`config.mk`:
```
export PLATFORM = sky130hd
export DESIGN_NAME = phy_strap_config
export DESIGN_NICKNAME = d
export VERILOG_FILES = /design/src/common/phy_strap_pkg.sv /design/src/common/strap_if.sv /design/src/verilog/phy_strap_config.sv /design/src/verilog/strap_sampler.sv
export SDC_FILE = /design/constraint.sdc
export NUM_CORES = 1
export LEC_CHECK = 0
export ABC_AREA = 1
export BUFFER_PORTS_ARGS = -buffer_cell sky130_fd_sc_hd__buf_4
export CAP_MARGIN = 5
export CORE_UTILIZATION = 48
export CTS_BUF_LIST = sky130_fd_sc_hd__clkbuf_4 sky130_fd_sc_hd__clkbuf_8 sky130_fd_sc_hd__clkbuf_16
export CTS_CLUSTER_DIAMETER = 100
export CTS_CLUSTER_SIZE = 28
export DETAILED_ROUTE_END_ITERATION = 16
export GPL_TIMING_DRIVEN = 0
export PLACE_DENSITY_LB_ADDON = 0.12
export SLEW_MARGIN = 20
export SYNTH_ARGS = -nofsm -noshare
export SYNTH_HDL_FRONTEND = slang
export SYNTH_SLANG_ARGS = --single-unit
```
`constraint.sdc`:
```
create_clock -name pclk -period 1.8 [get_ports pclk]
set_input_delay 0.54 -clock pclk [delete_from_list [all_inputs] [get_ports pclk]]
set_output_delay 0.54 -clock pclk [all_outputs]
set_load 0.02 [all_outputs]
```
`src/common/phy_strap_pkg.sv`:
```
// Constants, field layouts and reset values for the strap configuration latch
package phy_strap_pkg;

  // Strap bank layout, one bit per shared pin
  localparam int STRAP_W      = 12;
  localparam int SB_ADDR_LSB  = 0;   // Three management address bits
  localparam int SB_CFG_LSB   = 3;   // Three interface configuration bits
  localparam int SB_WAKE      = 6;
  localparam int SB_ISO       = 7;
  localparam int SB_SPEED     = 8;
  localparam int SB_DUPLEX    = 9;
  localparam int SB_AUTONEG   = 10;
  localparam int SB_ADDR0U    = 11;

  // Levels the internal pulls give an unconnected pin
  localparam logic [STRAP_W-1:0] STRAP_PULL = 12'h0701;

  // Cycles to wait after reset release before the catch
  localparam logic [2:0] SETTLE_CYC = 3'h4;

  // APB geometry; byte address is four times the register index
  localparam int ADDR_W = 12;
  localparam logic [9:0] IDX_CTRL   = 10'h000;
  localparam logic [9:0] IDX_ADV    = 10'h004;
  localparam logic [9:0] IDX_PHYCTL = 10'h016;
  localparam logic [9:0] IDX_STRAP  = 10'h020;
  localparam logic [9:0] IDX_EEE    = 10'h021;

  // Control register fields
  localparam int CTRL_SPEED = 13;
  localparam int CTRL_ANEN  = 12;
  localparam int CTRL_ISO   = 10;
  localparam int CTRL_FDX   = 8;
  // Advertisement register fields
  localparam int ADV_100FD  = 8;
  localparam int ADV_100HD  = 7;
  localparam int ADV_10FD   = 6;
  localparam int ADV_10HD   = 5;
  // PHY control register fields
  localparam int PHYCTL_WAKE = 15;
  localparam int PHYCTL_A0U  = 9;
  // EEE control register field
  localparam int EEE_EN      = 0;

  // Reset values, matching the pull defaults
  localparam logic [15:0] CTRL_RST   = 16'h3000;
  localparam logic [15:0] ADV_RST    = 16'h01e1;
  localparam logic [15:0] PHYCTL_RST = 16'h0000;

  // Interface configuration codes
  localparam logic [2:0] CFG_MII = 3'h0;
  localparam logic [2:0] CFG_B2B = 3'h6;

  // Start-up phases
  typedef enum logic [2:0] {
    PH_SETTLE = 3'b001,
    PH_LATCH  = 3'b010,
    PH_RUN    = 3'b100
  } phase_t;

endpackage : phy_strap_pkg

```
`src/common/strap_if.sv`:
```
// Carrier for the filtered strap levels between sampler and latch
`timescale 1ns/10ps
`default_nettype none
interface strap_if;
  logic [phy_strap_pkg::STRAP_W-1:0] level; // Filtered pin levels
  modport sampler (output level);
  modport user    (input  level);
endinterface : strap_if
`default_nettype wire

```
`src/verilog/phy_strap_config.sv`:
```
// Reset-time strap latch, configuration registers and MII qualification
//
// The register offsets and the APB register port were left to the implementer.
`timescale 1ns/10ps
`default_nettype none
// Behaviour
// - Sample all straps once after reset release; hold them until the next reset.
// - Strap pins stay undriven inputs during reset, then drive their normal function.
// - Catch a three-bit management address, any value, default one from pulls.
// - Upper two management address bits are always zero.
// - Address zero is broadcast unless strap or software bit nine makes it unique.
// - Address-zero-unique strap high makes address zero unique; low keeps broadcast.
// - Decode configuration straps: 000 normal MII, 110 back-to-back, rest reserved.
// - Wake output enable strap goes into PHY control bit fifteen.
// - Isolate strap goes into control bit ten.
// - Speed strap sets control bit thirteen and the advertised 100 Mbps abilities.
// - Duplex strap high means half duplex, reflected in control bit eight.
// - Auto-negotiation strap goes into control bit twelve.
// - Receive nibble is driven on the clock and valid only with its valid flag.
// - In EEE mode the transmit error input requests low-power idle.
module phy_strap_config
  import phy_strap_pkg::*;
(
  input  wire logic                        pclk,         // 40 MHz clock
  input  wire logic                        presetn,      // Async reset, active low
  // APB slave
  input  wire logic                        psel,         // Select
  input  wire logic                        penable,      // Access phase
  input  wire logic                        pwrite,       // Write when high
  input  wire logic [phy_strap_pkg::ADDR_W-1:0] paddr,   // Byte address
  input  wire logic [31:0]                 pwdata,       // Write data
  input  wire logic [3:0]                  pstrb,        // Byte lane strobes
  output logic [31:0]                      prdata,       // Read data
  output logic                             pready,       // Transfer done
  output logic                             pslverr,      // Unmapped address
  // Shared strap pins
  input  wire logic [phy_strap_pkg::STRAP_W-1:0] pin_in,  // Pin level
  output logic [phy_strap_pkg::STRAP_W-1:0] pin_out,     // Pin drive value
  output logic [phy_strap_pkg::STRAP_W-1:0] pin_oe,      // High while driving
  input  wire logic [phy_strap_pkg::STRAP_W-1:0] func_out, // Normal pin function
  // MII receive side
  input  wire logic [3:0]                  core_rx_nibble, // Decoded nibble
  input  wire logic                        core_rx_valid,  // Nibble valid
  output logic [3:0]                       mii_rxd,      // Receive data
  output logic                             mii_rxdv,     // Receive data valid
  // MII transmit side
  input  wire logic [3:0]                  mii_txd,      // Transmit data
  input  wire logic                        mii_txen,     // Transmit enable
  input  wire logic                        mii_txer,     // Transmit error / LPI
  output logic [3:0]                       core_tx_nibble, // Nibble to encoder
  output logic                             core_tx_valid,  // Nibble valid
  output logic                             tx_lpi,       // Transmit in LPI
  // Effective configuration
  output logic                             config_done,  // Straps caught
  output logic [4:0]                       mgmt_addr,    // Management address
  output logic                             addr0_broadcast, // Address 0 broadcast
  output logic                             mode_mii,     // Normal MII
  output logic                             mode_b2b,     // Back-to-back repeater
  output logic                             mode_reserved, // Reserved code strapped
  output logic                             wake_out_en,  // Wake output enabled
  output logic                             isolate,      // Isolate mode
  output logic                             speed_100,    // 100 Mbps selected
  output logic                             full_duplex,  // Full duplex selected
  output logic                             autoneg_en    // Auto-negotiation on
);

  typedef struct packed {
    phase_t             phase;
    logic [2:0]         cnt;
    logic               run_q;
    logic [STRAP_W-1:0] caught;
    logic [15:0]        ctrl;
    logic [15:0]        adv;
    logic [15:0]        phyctl;
    logic               eee_en;
    logic [31:0]        rdata;
    logic [STRAP_W-1:0] pout;
    logic [3:0]         rxd;
    logic               rxdv;
    logic [3:0]         txd;
    logic               txv;
    logic               lpi;
  } cfg_t;

  localparam cfg_t CFG_RST = '{
    phase:  PH_SETTLE,
    cnt:    3'h0,
    run_q:  1'b0,
    caught: STRAP_PULL,
    ctrl:   CTRL_RST,
    adv:    ADV_RST,
    phyctl: PHYCTL_RST,
    eee_en: 1'b0,
    rdata:  32'h0000_0000,
    pout:   '0,
    rxd:    4'h0,
    rxdv:   1'b0,
    txd:    4'h0,
    txv:    1'b0,
    lpi:    1'b0
  };

  cfg_t st;
  cfg_t next_st;

  strap_if sbus ();

  // Pin synchroniser and agreement filter
  strap_sampler u_sampler (
    .pclk    (pclk),
    .presetn (presetn),
    .pin_in  (pin_in),
    .sbus    (sbus.sampler)
  );

  // Bus decode
  logic        acc;
  logic        wr_en;
  logic        hit;
  logic [9:0]  idx;
  logic [15:0] wmask;
  logic [15:0] wval;
  logic [15:0] strap_view;
  logic [15:0] rmux;
  logic [2:0]  cfg_code;

  assign idx   = paddr[11:2];
  assign acc   = psel && penable;
  assign wval  = pwdata[15:0];
  assign wmask = {{8{pstrb[1]}}, {8{pstrb[0]}}};
  assign hit   = (idx == IDX_CTRL) || (idx == IDX_ADV) || (idx == IDX_PHYCTL) ||
                 (idx == IDX_STRAP) || (idx == IDX_EEE);
  // Writes land only once the straps are in, so they cannot be overwritten
  assign wr_en = acc && pwrite && st.run_q && hit;

  assign cfg_code = st.caught[SB_CFG_LSB +: 3];

  // Read-only view of the caught straps and decoded mode
  always_comb begin
    strap_view        = 16'h0000;
    strap_view[2:0]   = st.caught[SB_ADDR_LSB +: 3];
    strap_view[4:3]   = 2'b00;
    strap_view[7:5]   = cfg_code;
    strap_view[8]     = mode_b2b;
    strap_view[9]     = mode_reserved;
    strap_view[10]    = st.caught[SB_ADDR0U];
    strap_view[11]    = addr0_broadcast;
    // Phase, not run_q: a read stalled over start-up loads here one edge before it completes
    strap_view[12]    = (st.phase == PH_RUN);
  end

  // Read multiplexer; unmapped words read as zero
  always_comb begin
    case (idx)
      IDX_CTRL:   rmux = st.ctrl;
      IDX_ADV:    rmux = st.adv;
      IDX_PHYCTL: rmux = st.phyctl;
      IDX_STRAP:  rmux = strap_view;
      IDX_EEE:    rmux = {15'h0000, st.eee_en};
      default:    rmux = 16'h0000;
    endcase
  end

  // Next-state logic for start-up, registers and MII paths
  always_comb begin
    next_st = st;
    // Start-up sequence after reset release
    case (st.phase)
      PH_SETTLE: begin
        // Give the filter time to see the pins with the pulls alone
        if (st.cnt == SETTLE_CYC - 3'h1) begin
          next_st.phase = PH_LATCH;
        end else begin
          next_st.cnt = st.cnt + 3'h1;
        end
      end
      PH_LATCH: begin
        next_st.caught = sbus.level;
        next_st.phase  = PH_RUN;
        // Load the control bits from the pins
        next_st.ctrl[CTRL_SPEED] = sbus.level[SB_SPEED];
        next_st.ctrl[CTRL_ANEN]  = sbus.level[SB_AUTONEG];
        next_st.ctrl[CTRL_ISO]   = sbus.level[SB_ISO];
        next_st.ctrl[CTRL_FDX]   = !sbus.level[SB_DUPLEX];
        // Advertise 100 Mbps only when strapped for it
        next_st.adv[ADV_100FD]   = sbus.level[SB_SPEED];
        next_st.adv[ADV_100HD]   = sbus.level[SB_SPEED];
        next_st.adv[ADV_10FD]    = 1'b1;
        next_st.adv[ADV_10HD]    = 1'b1;
        next_st.phyctl[PHYCTL_WAKE] = sbus.level[SB_WAKE];
      end
      PH_RUN: begin
        next_st.run_q = 1'b1;
      end
      default: begin
        next_st.phase = PH_SETTLE;
        next_st.cnt   = 3'h0;
      end
    endcase

    // Register writes after the catch replace strap-loaded bits
    if (wr_en) begin
      case (idx)
        IDX_CTRL:   next_st.ctrl   = (st.ctrl & ~wmask) | (wval & wmask);
        IDX_ADV:    next_st.adv    = (st.adv & ~wmask) | (wval & wmask);
        IDX_PHYCTL: next_st.phyctl = (st.phyctl & ~wmask) | (wval & wmask);
        IDX_EEE: begin
          if (pstrb[0]) begin
            next_st.eee_en = pwdata[EEE_EN];
          end
        end
        default: begin
          next_st.eee_en = st.eee_en;
        end
      endcase
    end

    // Read data tracks the bus until the completing edge
    if (psel && !(penable && pready)) begin
      next_st.rdata = {16'h0000, rmux};
    end

    // Normal pin function, registered before it reaches the pads
    next_st.pout = func_out;

    // Receive nibble is cleared outside valid data
    next_st.rxdv = core_rx_valid;
    next_st.rxd  = core_rx_valid ? core_rx_nibble : 4'h0;

    // Transmit nibble is taken as data whenever enable is high
    next_st.txv = mii_txen;
    next_st.txd = mii_txen ? mii_txd : 4'h0;

    // Outside EEE mode the error input is ignored entirely
    next_st.lpi = st.eee_en && mii_txer;
  end

  // State register; constants only under reset
  always_ff @(posedge pclk or negedge presetn) begin
    if (!presetn) begin
      st <= CFG_RST;
    end else begin
      st <= next_st;
    end
  end

  // APB answers; a one-cycle gap after the catch keeps reads coherent
  assign pready  = st.run_q;
  assign pslverr = acc && st.run_q && !hit;
  assign prdata  = st.rdata;

  // Pads float on their pulls until the catch is done
  assign pin_oe  = {STRAP_W{st.phase == PH_RUN}};
  assign pin_out = st.pout;

  // MII outputs from flops
  assign mii_rxd        = st.rxd;
  assign mii_rxdv       = st.rxdv;
  assign core_tx_nibble = st.txd;
  assign core_tx_valid  = st.txv;
  assign tx_lpi         = st.lpi;

  // Effective configuration from registered state
  assign config_done     = st.run_q;
  assign mgmt_addr       = {2'b00, st.caught[SB_ADDR_LSB +: 3]};
  // Either source makes address zero unique
  assign addr0_broadcast = !(st.caught[SB_ADDR0U] || st.phyctl[PHYCTL_A0U]);
  assign mode_mii        = (cfg_code == CFG_MII);
  assign mode_b2b        = (cfg_code == CFG_B2B);
  // Reserved codes are flagged only; the core treats them as unsupported
  assign mode_reserved   = !mode_mii && !mode_b2b;
  assign wake_out_en     = st.phyctl[PHYCTL_WAKE];
  assign isolate         = st.ctrl[CTRL_ISO];
  assign speed_100       = st.ctrl[CTRL_SPEED];
  assign full_duplex     = st.ctrl[CTRL_FDX];
  assign autoneg_en      = st.ctrl[CTRL_ANEN];

endmodule : phy_strap_config
`default_nettype wire

```
`src/verilog/strap_sampler.sv`:
```
// Three-stage synchroniser and agreement filter for the strap pins
`timescale 1ns/10ps
`default_nettype none
module strap_sampler
  import phy_strap_pkg::*;
(
  input  wire logic                pclk,    // Clock
  input  wire logic                presetn, // Async reset, active low
  input  wire logic [STRAP_W-1:0]  pin_in,  // Raw pin levels
  strap_if.sampler                 sbus     // Filtered levels out
);

  typedef struct packed {
    logic [STRAP_W-1:0] s1;
    logic [STRAP_W-1:0] s2;
    logic [STRAP_W-1:0] s3;
    logic [STRAP_W-1:0] level;
  } samp_t;

  localparam samp_t SAMP_RST = '{s1: STRAP_PULL, s2: STRAP_PULL,
                                 s3: STRAP_PULL, level: STRAP_PULL};

  samp_t st;
  samp_t next_st;

  // Shift chain; s1 feeds only s2 so metastability stays in one stage
  always_comb begin
    next_st    = st;
    next_st.s1 = pin_in;
    next_st.s2 = st.s1;
    next_st.s3 = st.s2;
    for (int i = 0; i < STRAP_W; i++) begin
      // A change counts only once stages two and three agree
      if (st.s2[i] == st.s3[i]) begin
        next_st.level[i] = st.s2[i];
      end
    end
  end

  // State register
  always_ff @(posedge pclk or negedge presetn) begin
    if (!presetn) begin
      st <= SAMP_RST;
    end else begin
      st <= next_st;
    end
  end

  assign sbus.level = st.level;

endmodule : strap_sampler
`default_nettype wire

```
Word-level counts from Yosys, hierarchy flattened
Cells that the tools add are included.
Cells by class
  $add $sub $neg: 1
  eq/ne operators: 23
  mux-type cells: 18
  bitwise gates (word level): 10
  reduce and logical (&&, ||, !) cells: 30
Operator list (count)
  16-bit case mux with 5 select lines: 1
  16-bit bitwise AND: 4
  16-bit bitwise OR: 3
  47-bit two-way mux: 1
  16-bit two-way mux: 2
  10-bit by 6-bit equality test with 1-bit output, second input constant: 2
  16-bit NOT: 1
  14-bit two-way mux: 1
  1-bit equality test: 12
  4-bit two-way mux: 3
  10-bit by 3-bit equality test with 1-bit output, second input constant: 1
  10-bit by 5-bit equality test with 1-bit output, second input constant: 1
  1-bit logical AND: 10
  10-bit zero test: 1
  2-bit AND reduction: 5
  3-bit case mux with 3 select lines: 1
  3-bit by 2-bit equality test with 1-bit output, second input constant: 2
  3-bit equality test, second input constant: 2
  1-bit zero test: 6
  3-bit two-way mux: 2
  3-bit case mux with 2 select lines: 1
  1-bit logical OR: 5
  1-bit two-way mux: 5
  2-bit != test, second input constant: 2
  7 further kinds: 8
Storage, ports and cells
  bits in registers: 155
  input port bits: 88
  word-level logic and storage cells: 115

Depth between registers and ports, before layout
  depth in word-level cells: 7
  mapped depth: 12
  gate-level depth less buffers: 10

By module
From an unflattened synthesis, not the netlist that was laid out.
Unflattened totals
  cells, all modules: 729
  area total of the unflattened synthesis: 6643.9 um^2
By module, submodules not included
  phy_strap_config: times used 1, cells each 621, area an instance 5137.4 um^2, sequential area each 2563.7 um^2
  strap_sampler: times used 1, cells each 108, area an instance 1506.4 um^2, sequential area each 1221.2 um^2

Worst setup path before layout
Ideal clock, no wire load.
  kind: input -> output
  start: input paddr[6] (netlist name)
  end: output pslverr
  arrival: 1816 ps
  path slack: -556 ps
  stages on the path: 6
  cell sequence: inv_1 -> nand3_1 -> nor2_1 -> nor2_1 -> nand3_4 -> nor4_1
Between the ends
  cells in the longest elaborated chain, start to end: 7
  elaborated cells between the ends (all ways): 11
RTL lines
  start, declared: line phy_strap_config.sv:30  | input wire logic [phy_strap_pkg::ADDR_W-1:0] paddr,
  10-bit by 3-bit equality test with 1-bit output / 10-bit zero test (equally long branches): line phy_strap_config.sv:131  | assign hit = (idx == IDX_CTRL) || (idx == IDX_ADV) || (idx == IDX_PHYCTL) ||
  1-bit logical OR (3 in a row): line phy_strap_config.sv:131
  1-bit logical OR (*): line phy_strap_config.sv:132  | (idx == IDX_STRAP) || (idx == IDX_EEE);
  1-bit zero test (*): line phy_strap_config.sv:249  | assign pslverr = acc && st.run_q && !hit;
  1-bit logical AND (*): line phy_strap_config.sv:249
  end, declared: line phy_strap_config.sv:35  | output logic pslverr,
Every way passes the cells marked *; elsewhere a longest branch is shown, timed or not.

Final worst setup path
  start: input paddr[11] (netlist name)
  end: output pslverr
The elaborated chain is that of the path after synthesis.

==> flow_summary.ini <==
[layout]
drive_gt1_share_pct = 37.5
area_growth_pct = 32.4
n_antenna_cell = 0
stdcell_area_um2 = 8880
fin_nets = 975
nFillCells = 1122

[setup_path]
critPathMaxFanout = 6
r2r_slack_ns = 0.13
crit_chain = buf_4 > nor2_4 > nand3_4 > nor2_4 > nor2_2 > nand3_4 > nor4_4 > buf_4
cp_top_family = simple AND/OR/NAND/NOR gates
ff2ff_path_depth = 7
worst-path-buf-inv = 2
crit_cells = 8
rr_startpoint = config_done
endpoint_kind = output pin
cp-start-kind = input pin
critPathSlowestCell = nor2_4
slowest_delay_ns = 0.21
crit_start = paddr[11]
cp.required_ns = 1.26
path_class = input pin to output pin
endpoint = pslverr
arrival_ns = 1.51

[logic_synthesis]
yosysSeqAreaShare_pct = 56.4
yosys-top-cells-area = dfrtp_1 47%, nand2_1 13%, dfstp_2 9.8%
synth.most_common_cell = nand2_1
syn_area_per_cell_um2 = 9.58
yosysWarnings = 0
synth_top_area_share_pct = 46.6
ys_ff_latch = 150
synth.cell_area_um2 = 6710
synth_top_area_cell = dfrtp_1
synth_edf_count = 0
async_flop_share_pct = 100
ys.flop_type = dfrtp_1
synth_cell_types = 35
synth_cells = 700
synthTopCellsByCount = 235 x nand2_1, 125 x dfrtp_1, 69 x buf_4

[power]
power.total_mw = 7.71
p_sw_mw = 1.89
pwr-share-seq_pct = 46.7
combPwrFrac_pct = 9.2
power_leakage_nw = 4.65
irDropWorstVdd_v = 0.000694
power.internal_mw = 5.82
p_clk_share_pct = 44.1
swShare_pct = 24.5
power_density_nw_per_um2 = 868

[clocking]
htree_num_levels = 4
clkSinkCount = 150
cts_tree = yes
cts_max_path_buffers = 2
numCtsBuffers = 17
worst_skew_pair.late_latency_ns = 0.42
path_clk_slew_ns = 0.06
holdBufCountCts = 0
root_buffer = clkbuf_16

[die]
initial_utilization_pct = 49.9
die_w_um = 120
die_y_um = 120
dieArea_um2 = 14500
coreArea_um2 = 13500
io_pins = 172
fp-row-count = 42

[routing]
dr_total_vias = 5239
routed_wl_um = 15700
drt_iter0_drc = 382
via_per_inst = 4.88
wl_met2_um = 7870
avgRoutedWirePerCell_um = 14.6
drtAntennaViolNets = 0
dr_wl_met3_um = 967
top_layer = met4
dr.pass1.iters = 5
drc = 0
m1WireLength_um = 6530

[global_routing]
grt_max_degree = 96
antenna_found_initial = 0
grt-ovfl-total = 0
grt_pass1_vias = 5104
grt_pass1_wl_um = 25200
grt.total_usage_pct = 22.9

[hold_path]
hp-class = input pin to asynchronous set/reset pin

[timing]
setup_viol = 15
hold_ws_ns = 0.0301
slew_violations = 0
rsz0062_at_grt = yes
max_freq_mhz = 489
setup_tns_ns = -2.14
skew_ns = 0.00631
fin_crit_sh_pct = 114
slew_headroom_pct = 62.6
finalHoldViolCount = 0
min_period_ns = 2.05
layout_setup_ws_ns = -0.246
tightest_slew_ns = 0.557

[placed_design]
placed_cell_area_um2 = 8050
port_buffers = 133
hpwl_um = 11200
globalplace.congestion = 0.805

[run_status]
violations = negative setup slack
status = finished with violations

[run]
maxCapViolations = 0
[worst min-delay path by stage]
stage,from,endpoint,slack [ns],depth (start not counted)
6_report,presetn,tx_lpi,0.03,1
5_1_grt,presetn,tx_lpi,0.06,1
4_1_cts,presetn,tx_lpi,0.04,1
3_5_place_dp,u_sampler.next_st[28],u_sampler.next_st[16],0.33,0
3_3_place_gp,u_sampler.next_st[26],u_sampler.next_st[14],0.33,0
2_1_floorplan,presetn,asynchronous set/reset pin,0.24,0
[layout make-up]
| type | instances | area [um2] | area share, % |
|---|---|---|---|
| repair buffers | 149 | 1210 | 13.7 |
| inverters | 47 | 183 | 2.06 |
| clock buffers | 20 | 448 | 5.04 |
| flip-flops and latches | 150 | 3790 | 42.6 |
| well taps | 176 | 220 | 2.48 |
| multi-input cells | 431 | 2250 | 25.3 |
| clock inverters | 12 | 124 | 1.39 |
| plain buffers | 89 | 654 | 7.37 |
[power by group through the flow]
stage	sequential, mW	clock [mW]	combinational (mW)
after detailed placement	3.65	0	0.680
after global routing	3.61	3.61	0.770
after CTS	3.60	3.46	0.704
final	3.60	3.40	0.707
after floorplan	3.65	0	0.321
after global placement	3.64	0	0.658
[layer usage]
layer	up-vias	global-route usage (%)
li1	2541	-
met1	2485	28.8
met2	190	38.4
met3	23	5.05
met4	0	9.18
met5	-	0
[logic make-up after synthesis]
kind of cell	after synthesis	share of synthesized area (%)
simple gates	354	25.3
other cells	1	0.0559
buf+inv	136	12.4
compound gates	45	3.62
fa+ha+maj	14	2.16
flops	150	56.4
[placed cells by master, fill, tap and decap left out, types with 17 or more instances in the layout]
cell type / synthesis / layout
nand2_1: 235 / 233
buf_4: 69 / 200
dfrtp_1: 125 / 124
inv_1: 39 / 39
nand3_1: 37 / 34
nand4_1: 29 / 29
dfstp_2: 25 / 25
buf_6: 7 / 22
o21ai_0: 18 / 18
conb_1: 1 / 18
clkbuf_16: 0 / 17
[metrics by stage]
| stage | setup WS (ns) | std cells | util [%] |
|---|---|---|---|
| after floorplan | -0.208 | 717 | - |
| after global placement | -0.628 | 1026 | 59.6 |
| after detailed placement | -0.639 | 1027 | 59.8 |
| after CTS | -0.243 | 1071 | 65.6 |
| after global routing | -0.287 | 1074 | 66.0 |
| final | -0.246 | 1074 | 66.0 |
[what timing repair did]
item | 4_1_cts | 5_1_grt
hold endpoints to repair | 0 | 0
endpoints found under the setup margin | 21 | 49
pin swaps | 10 | 14
setup buffers | 12 | 3
resized for setup | 26 | 11
No activity file was read; power rests on OpenSTA's default activity.
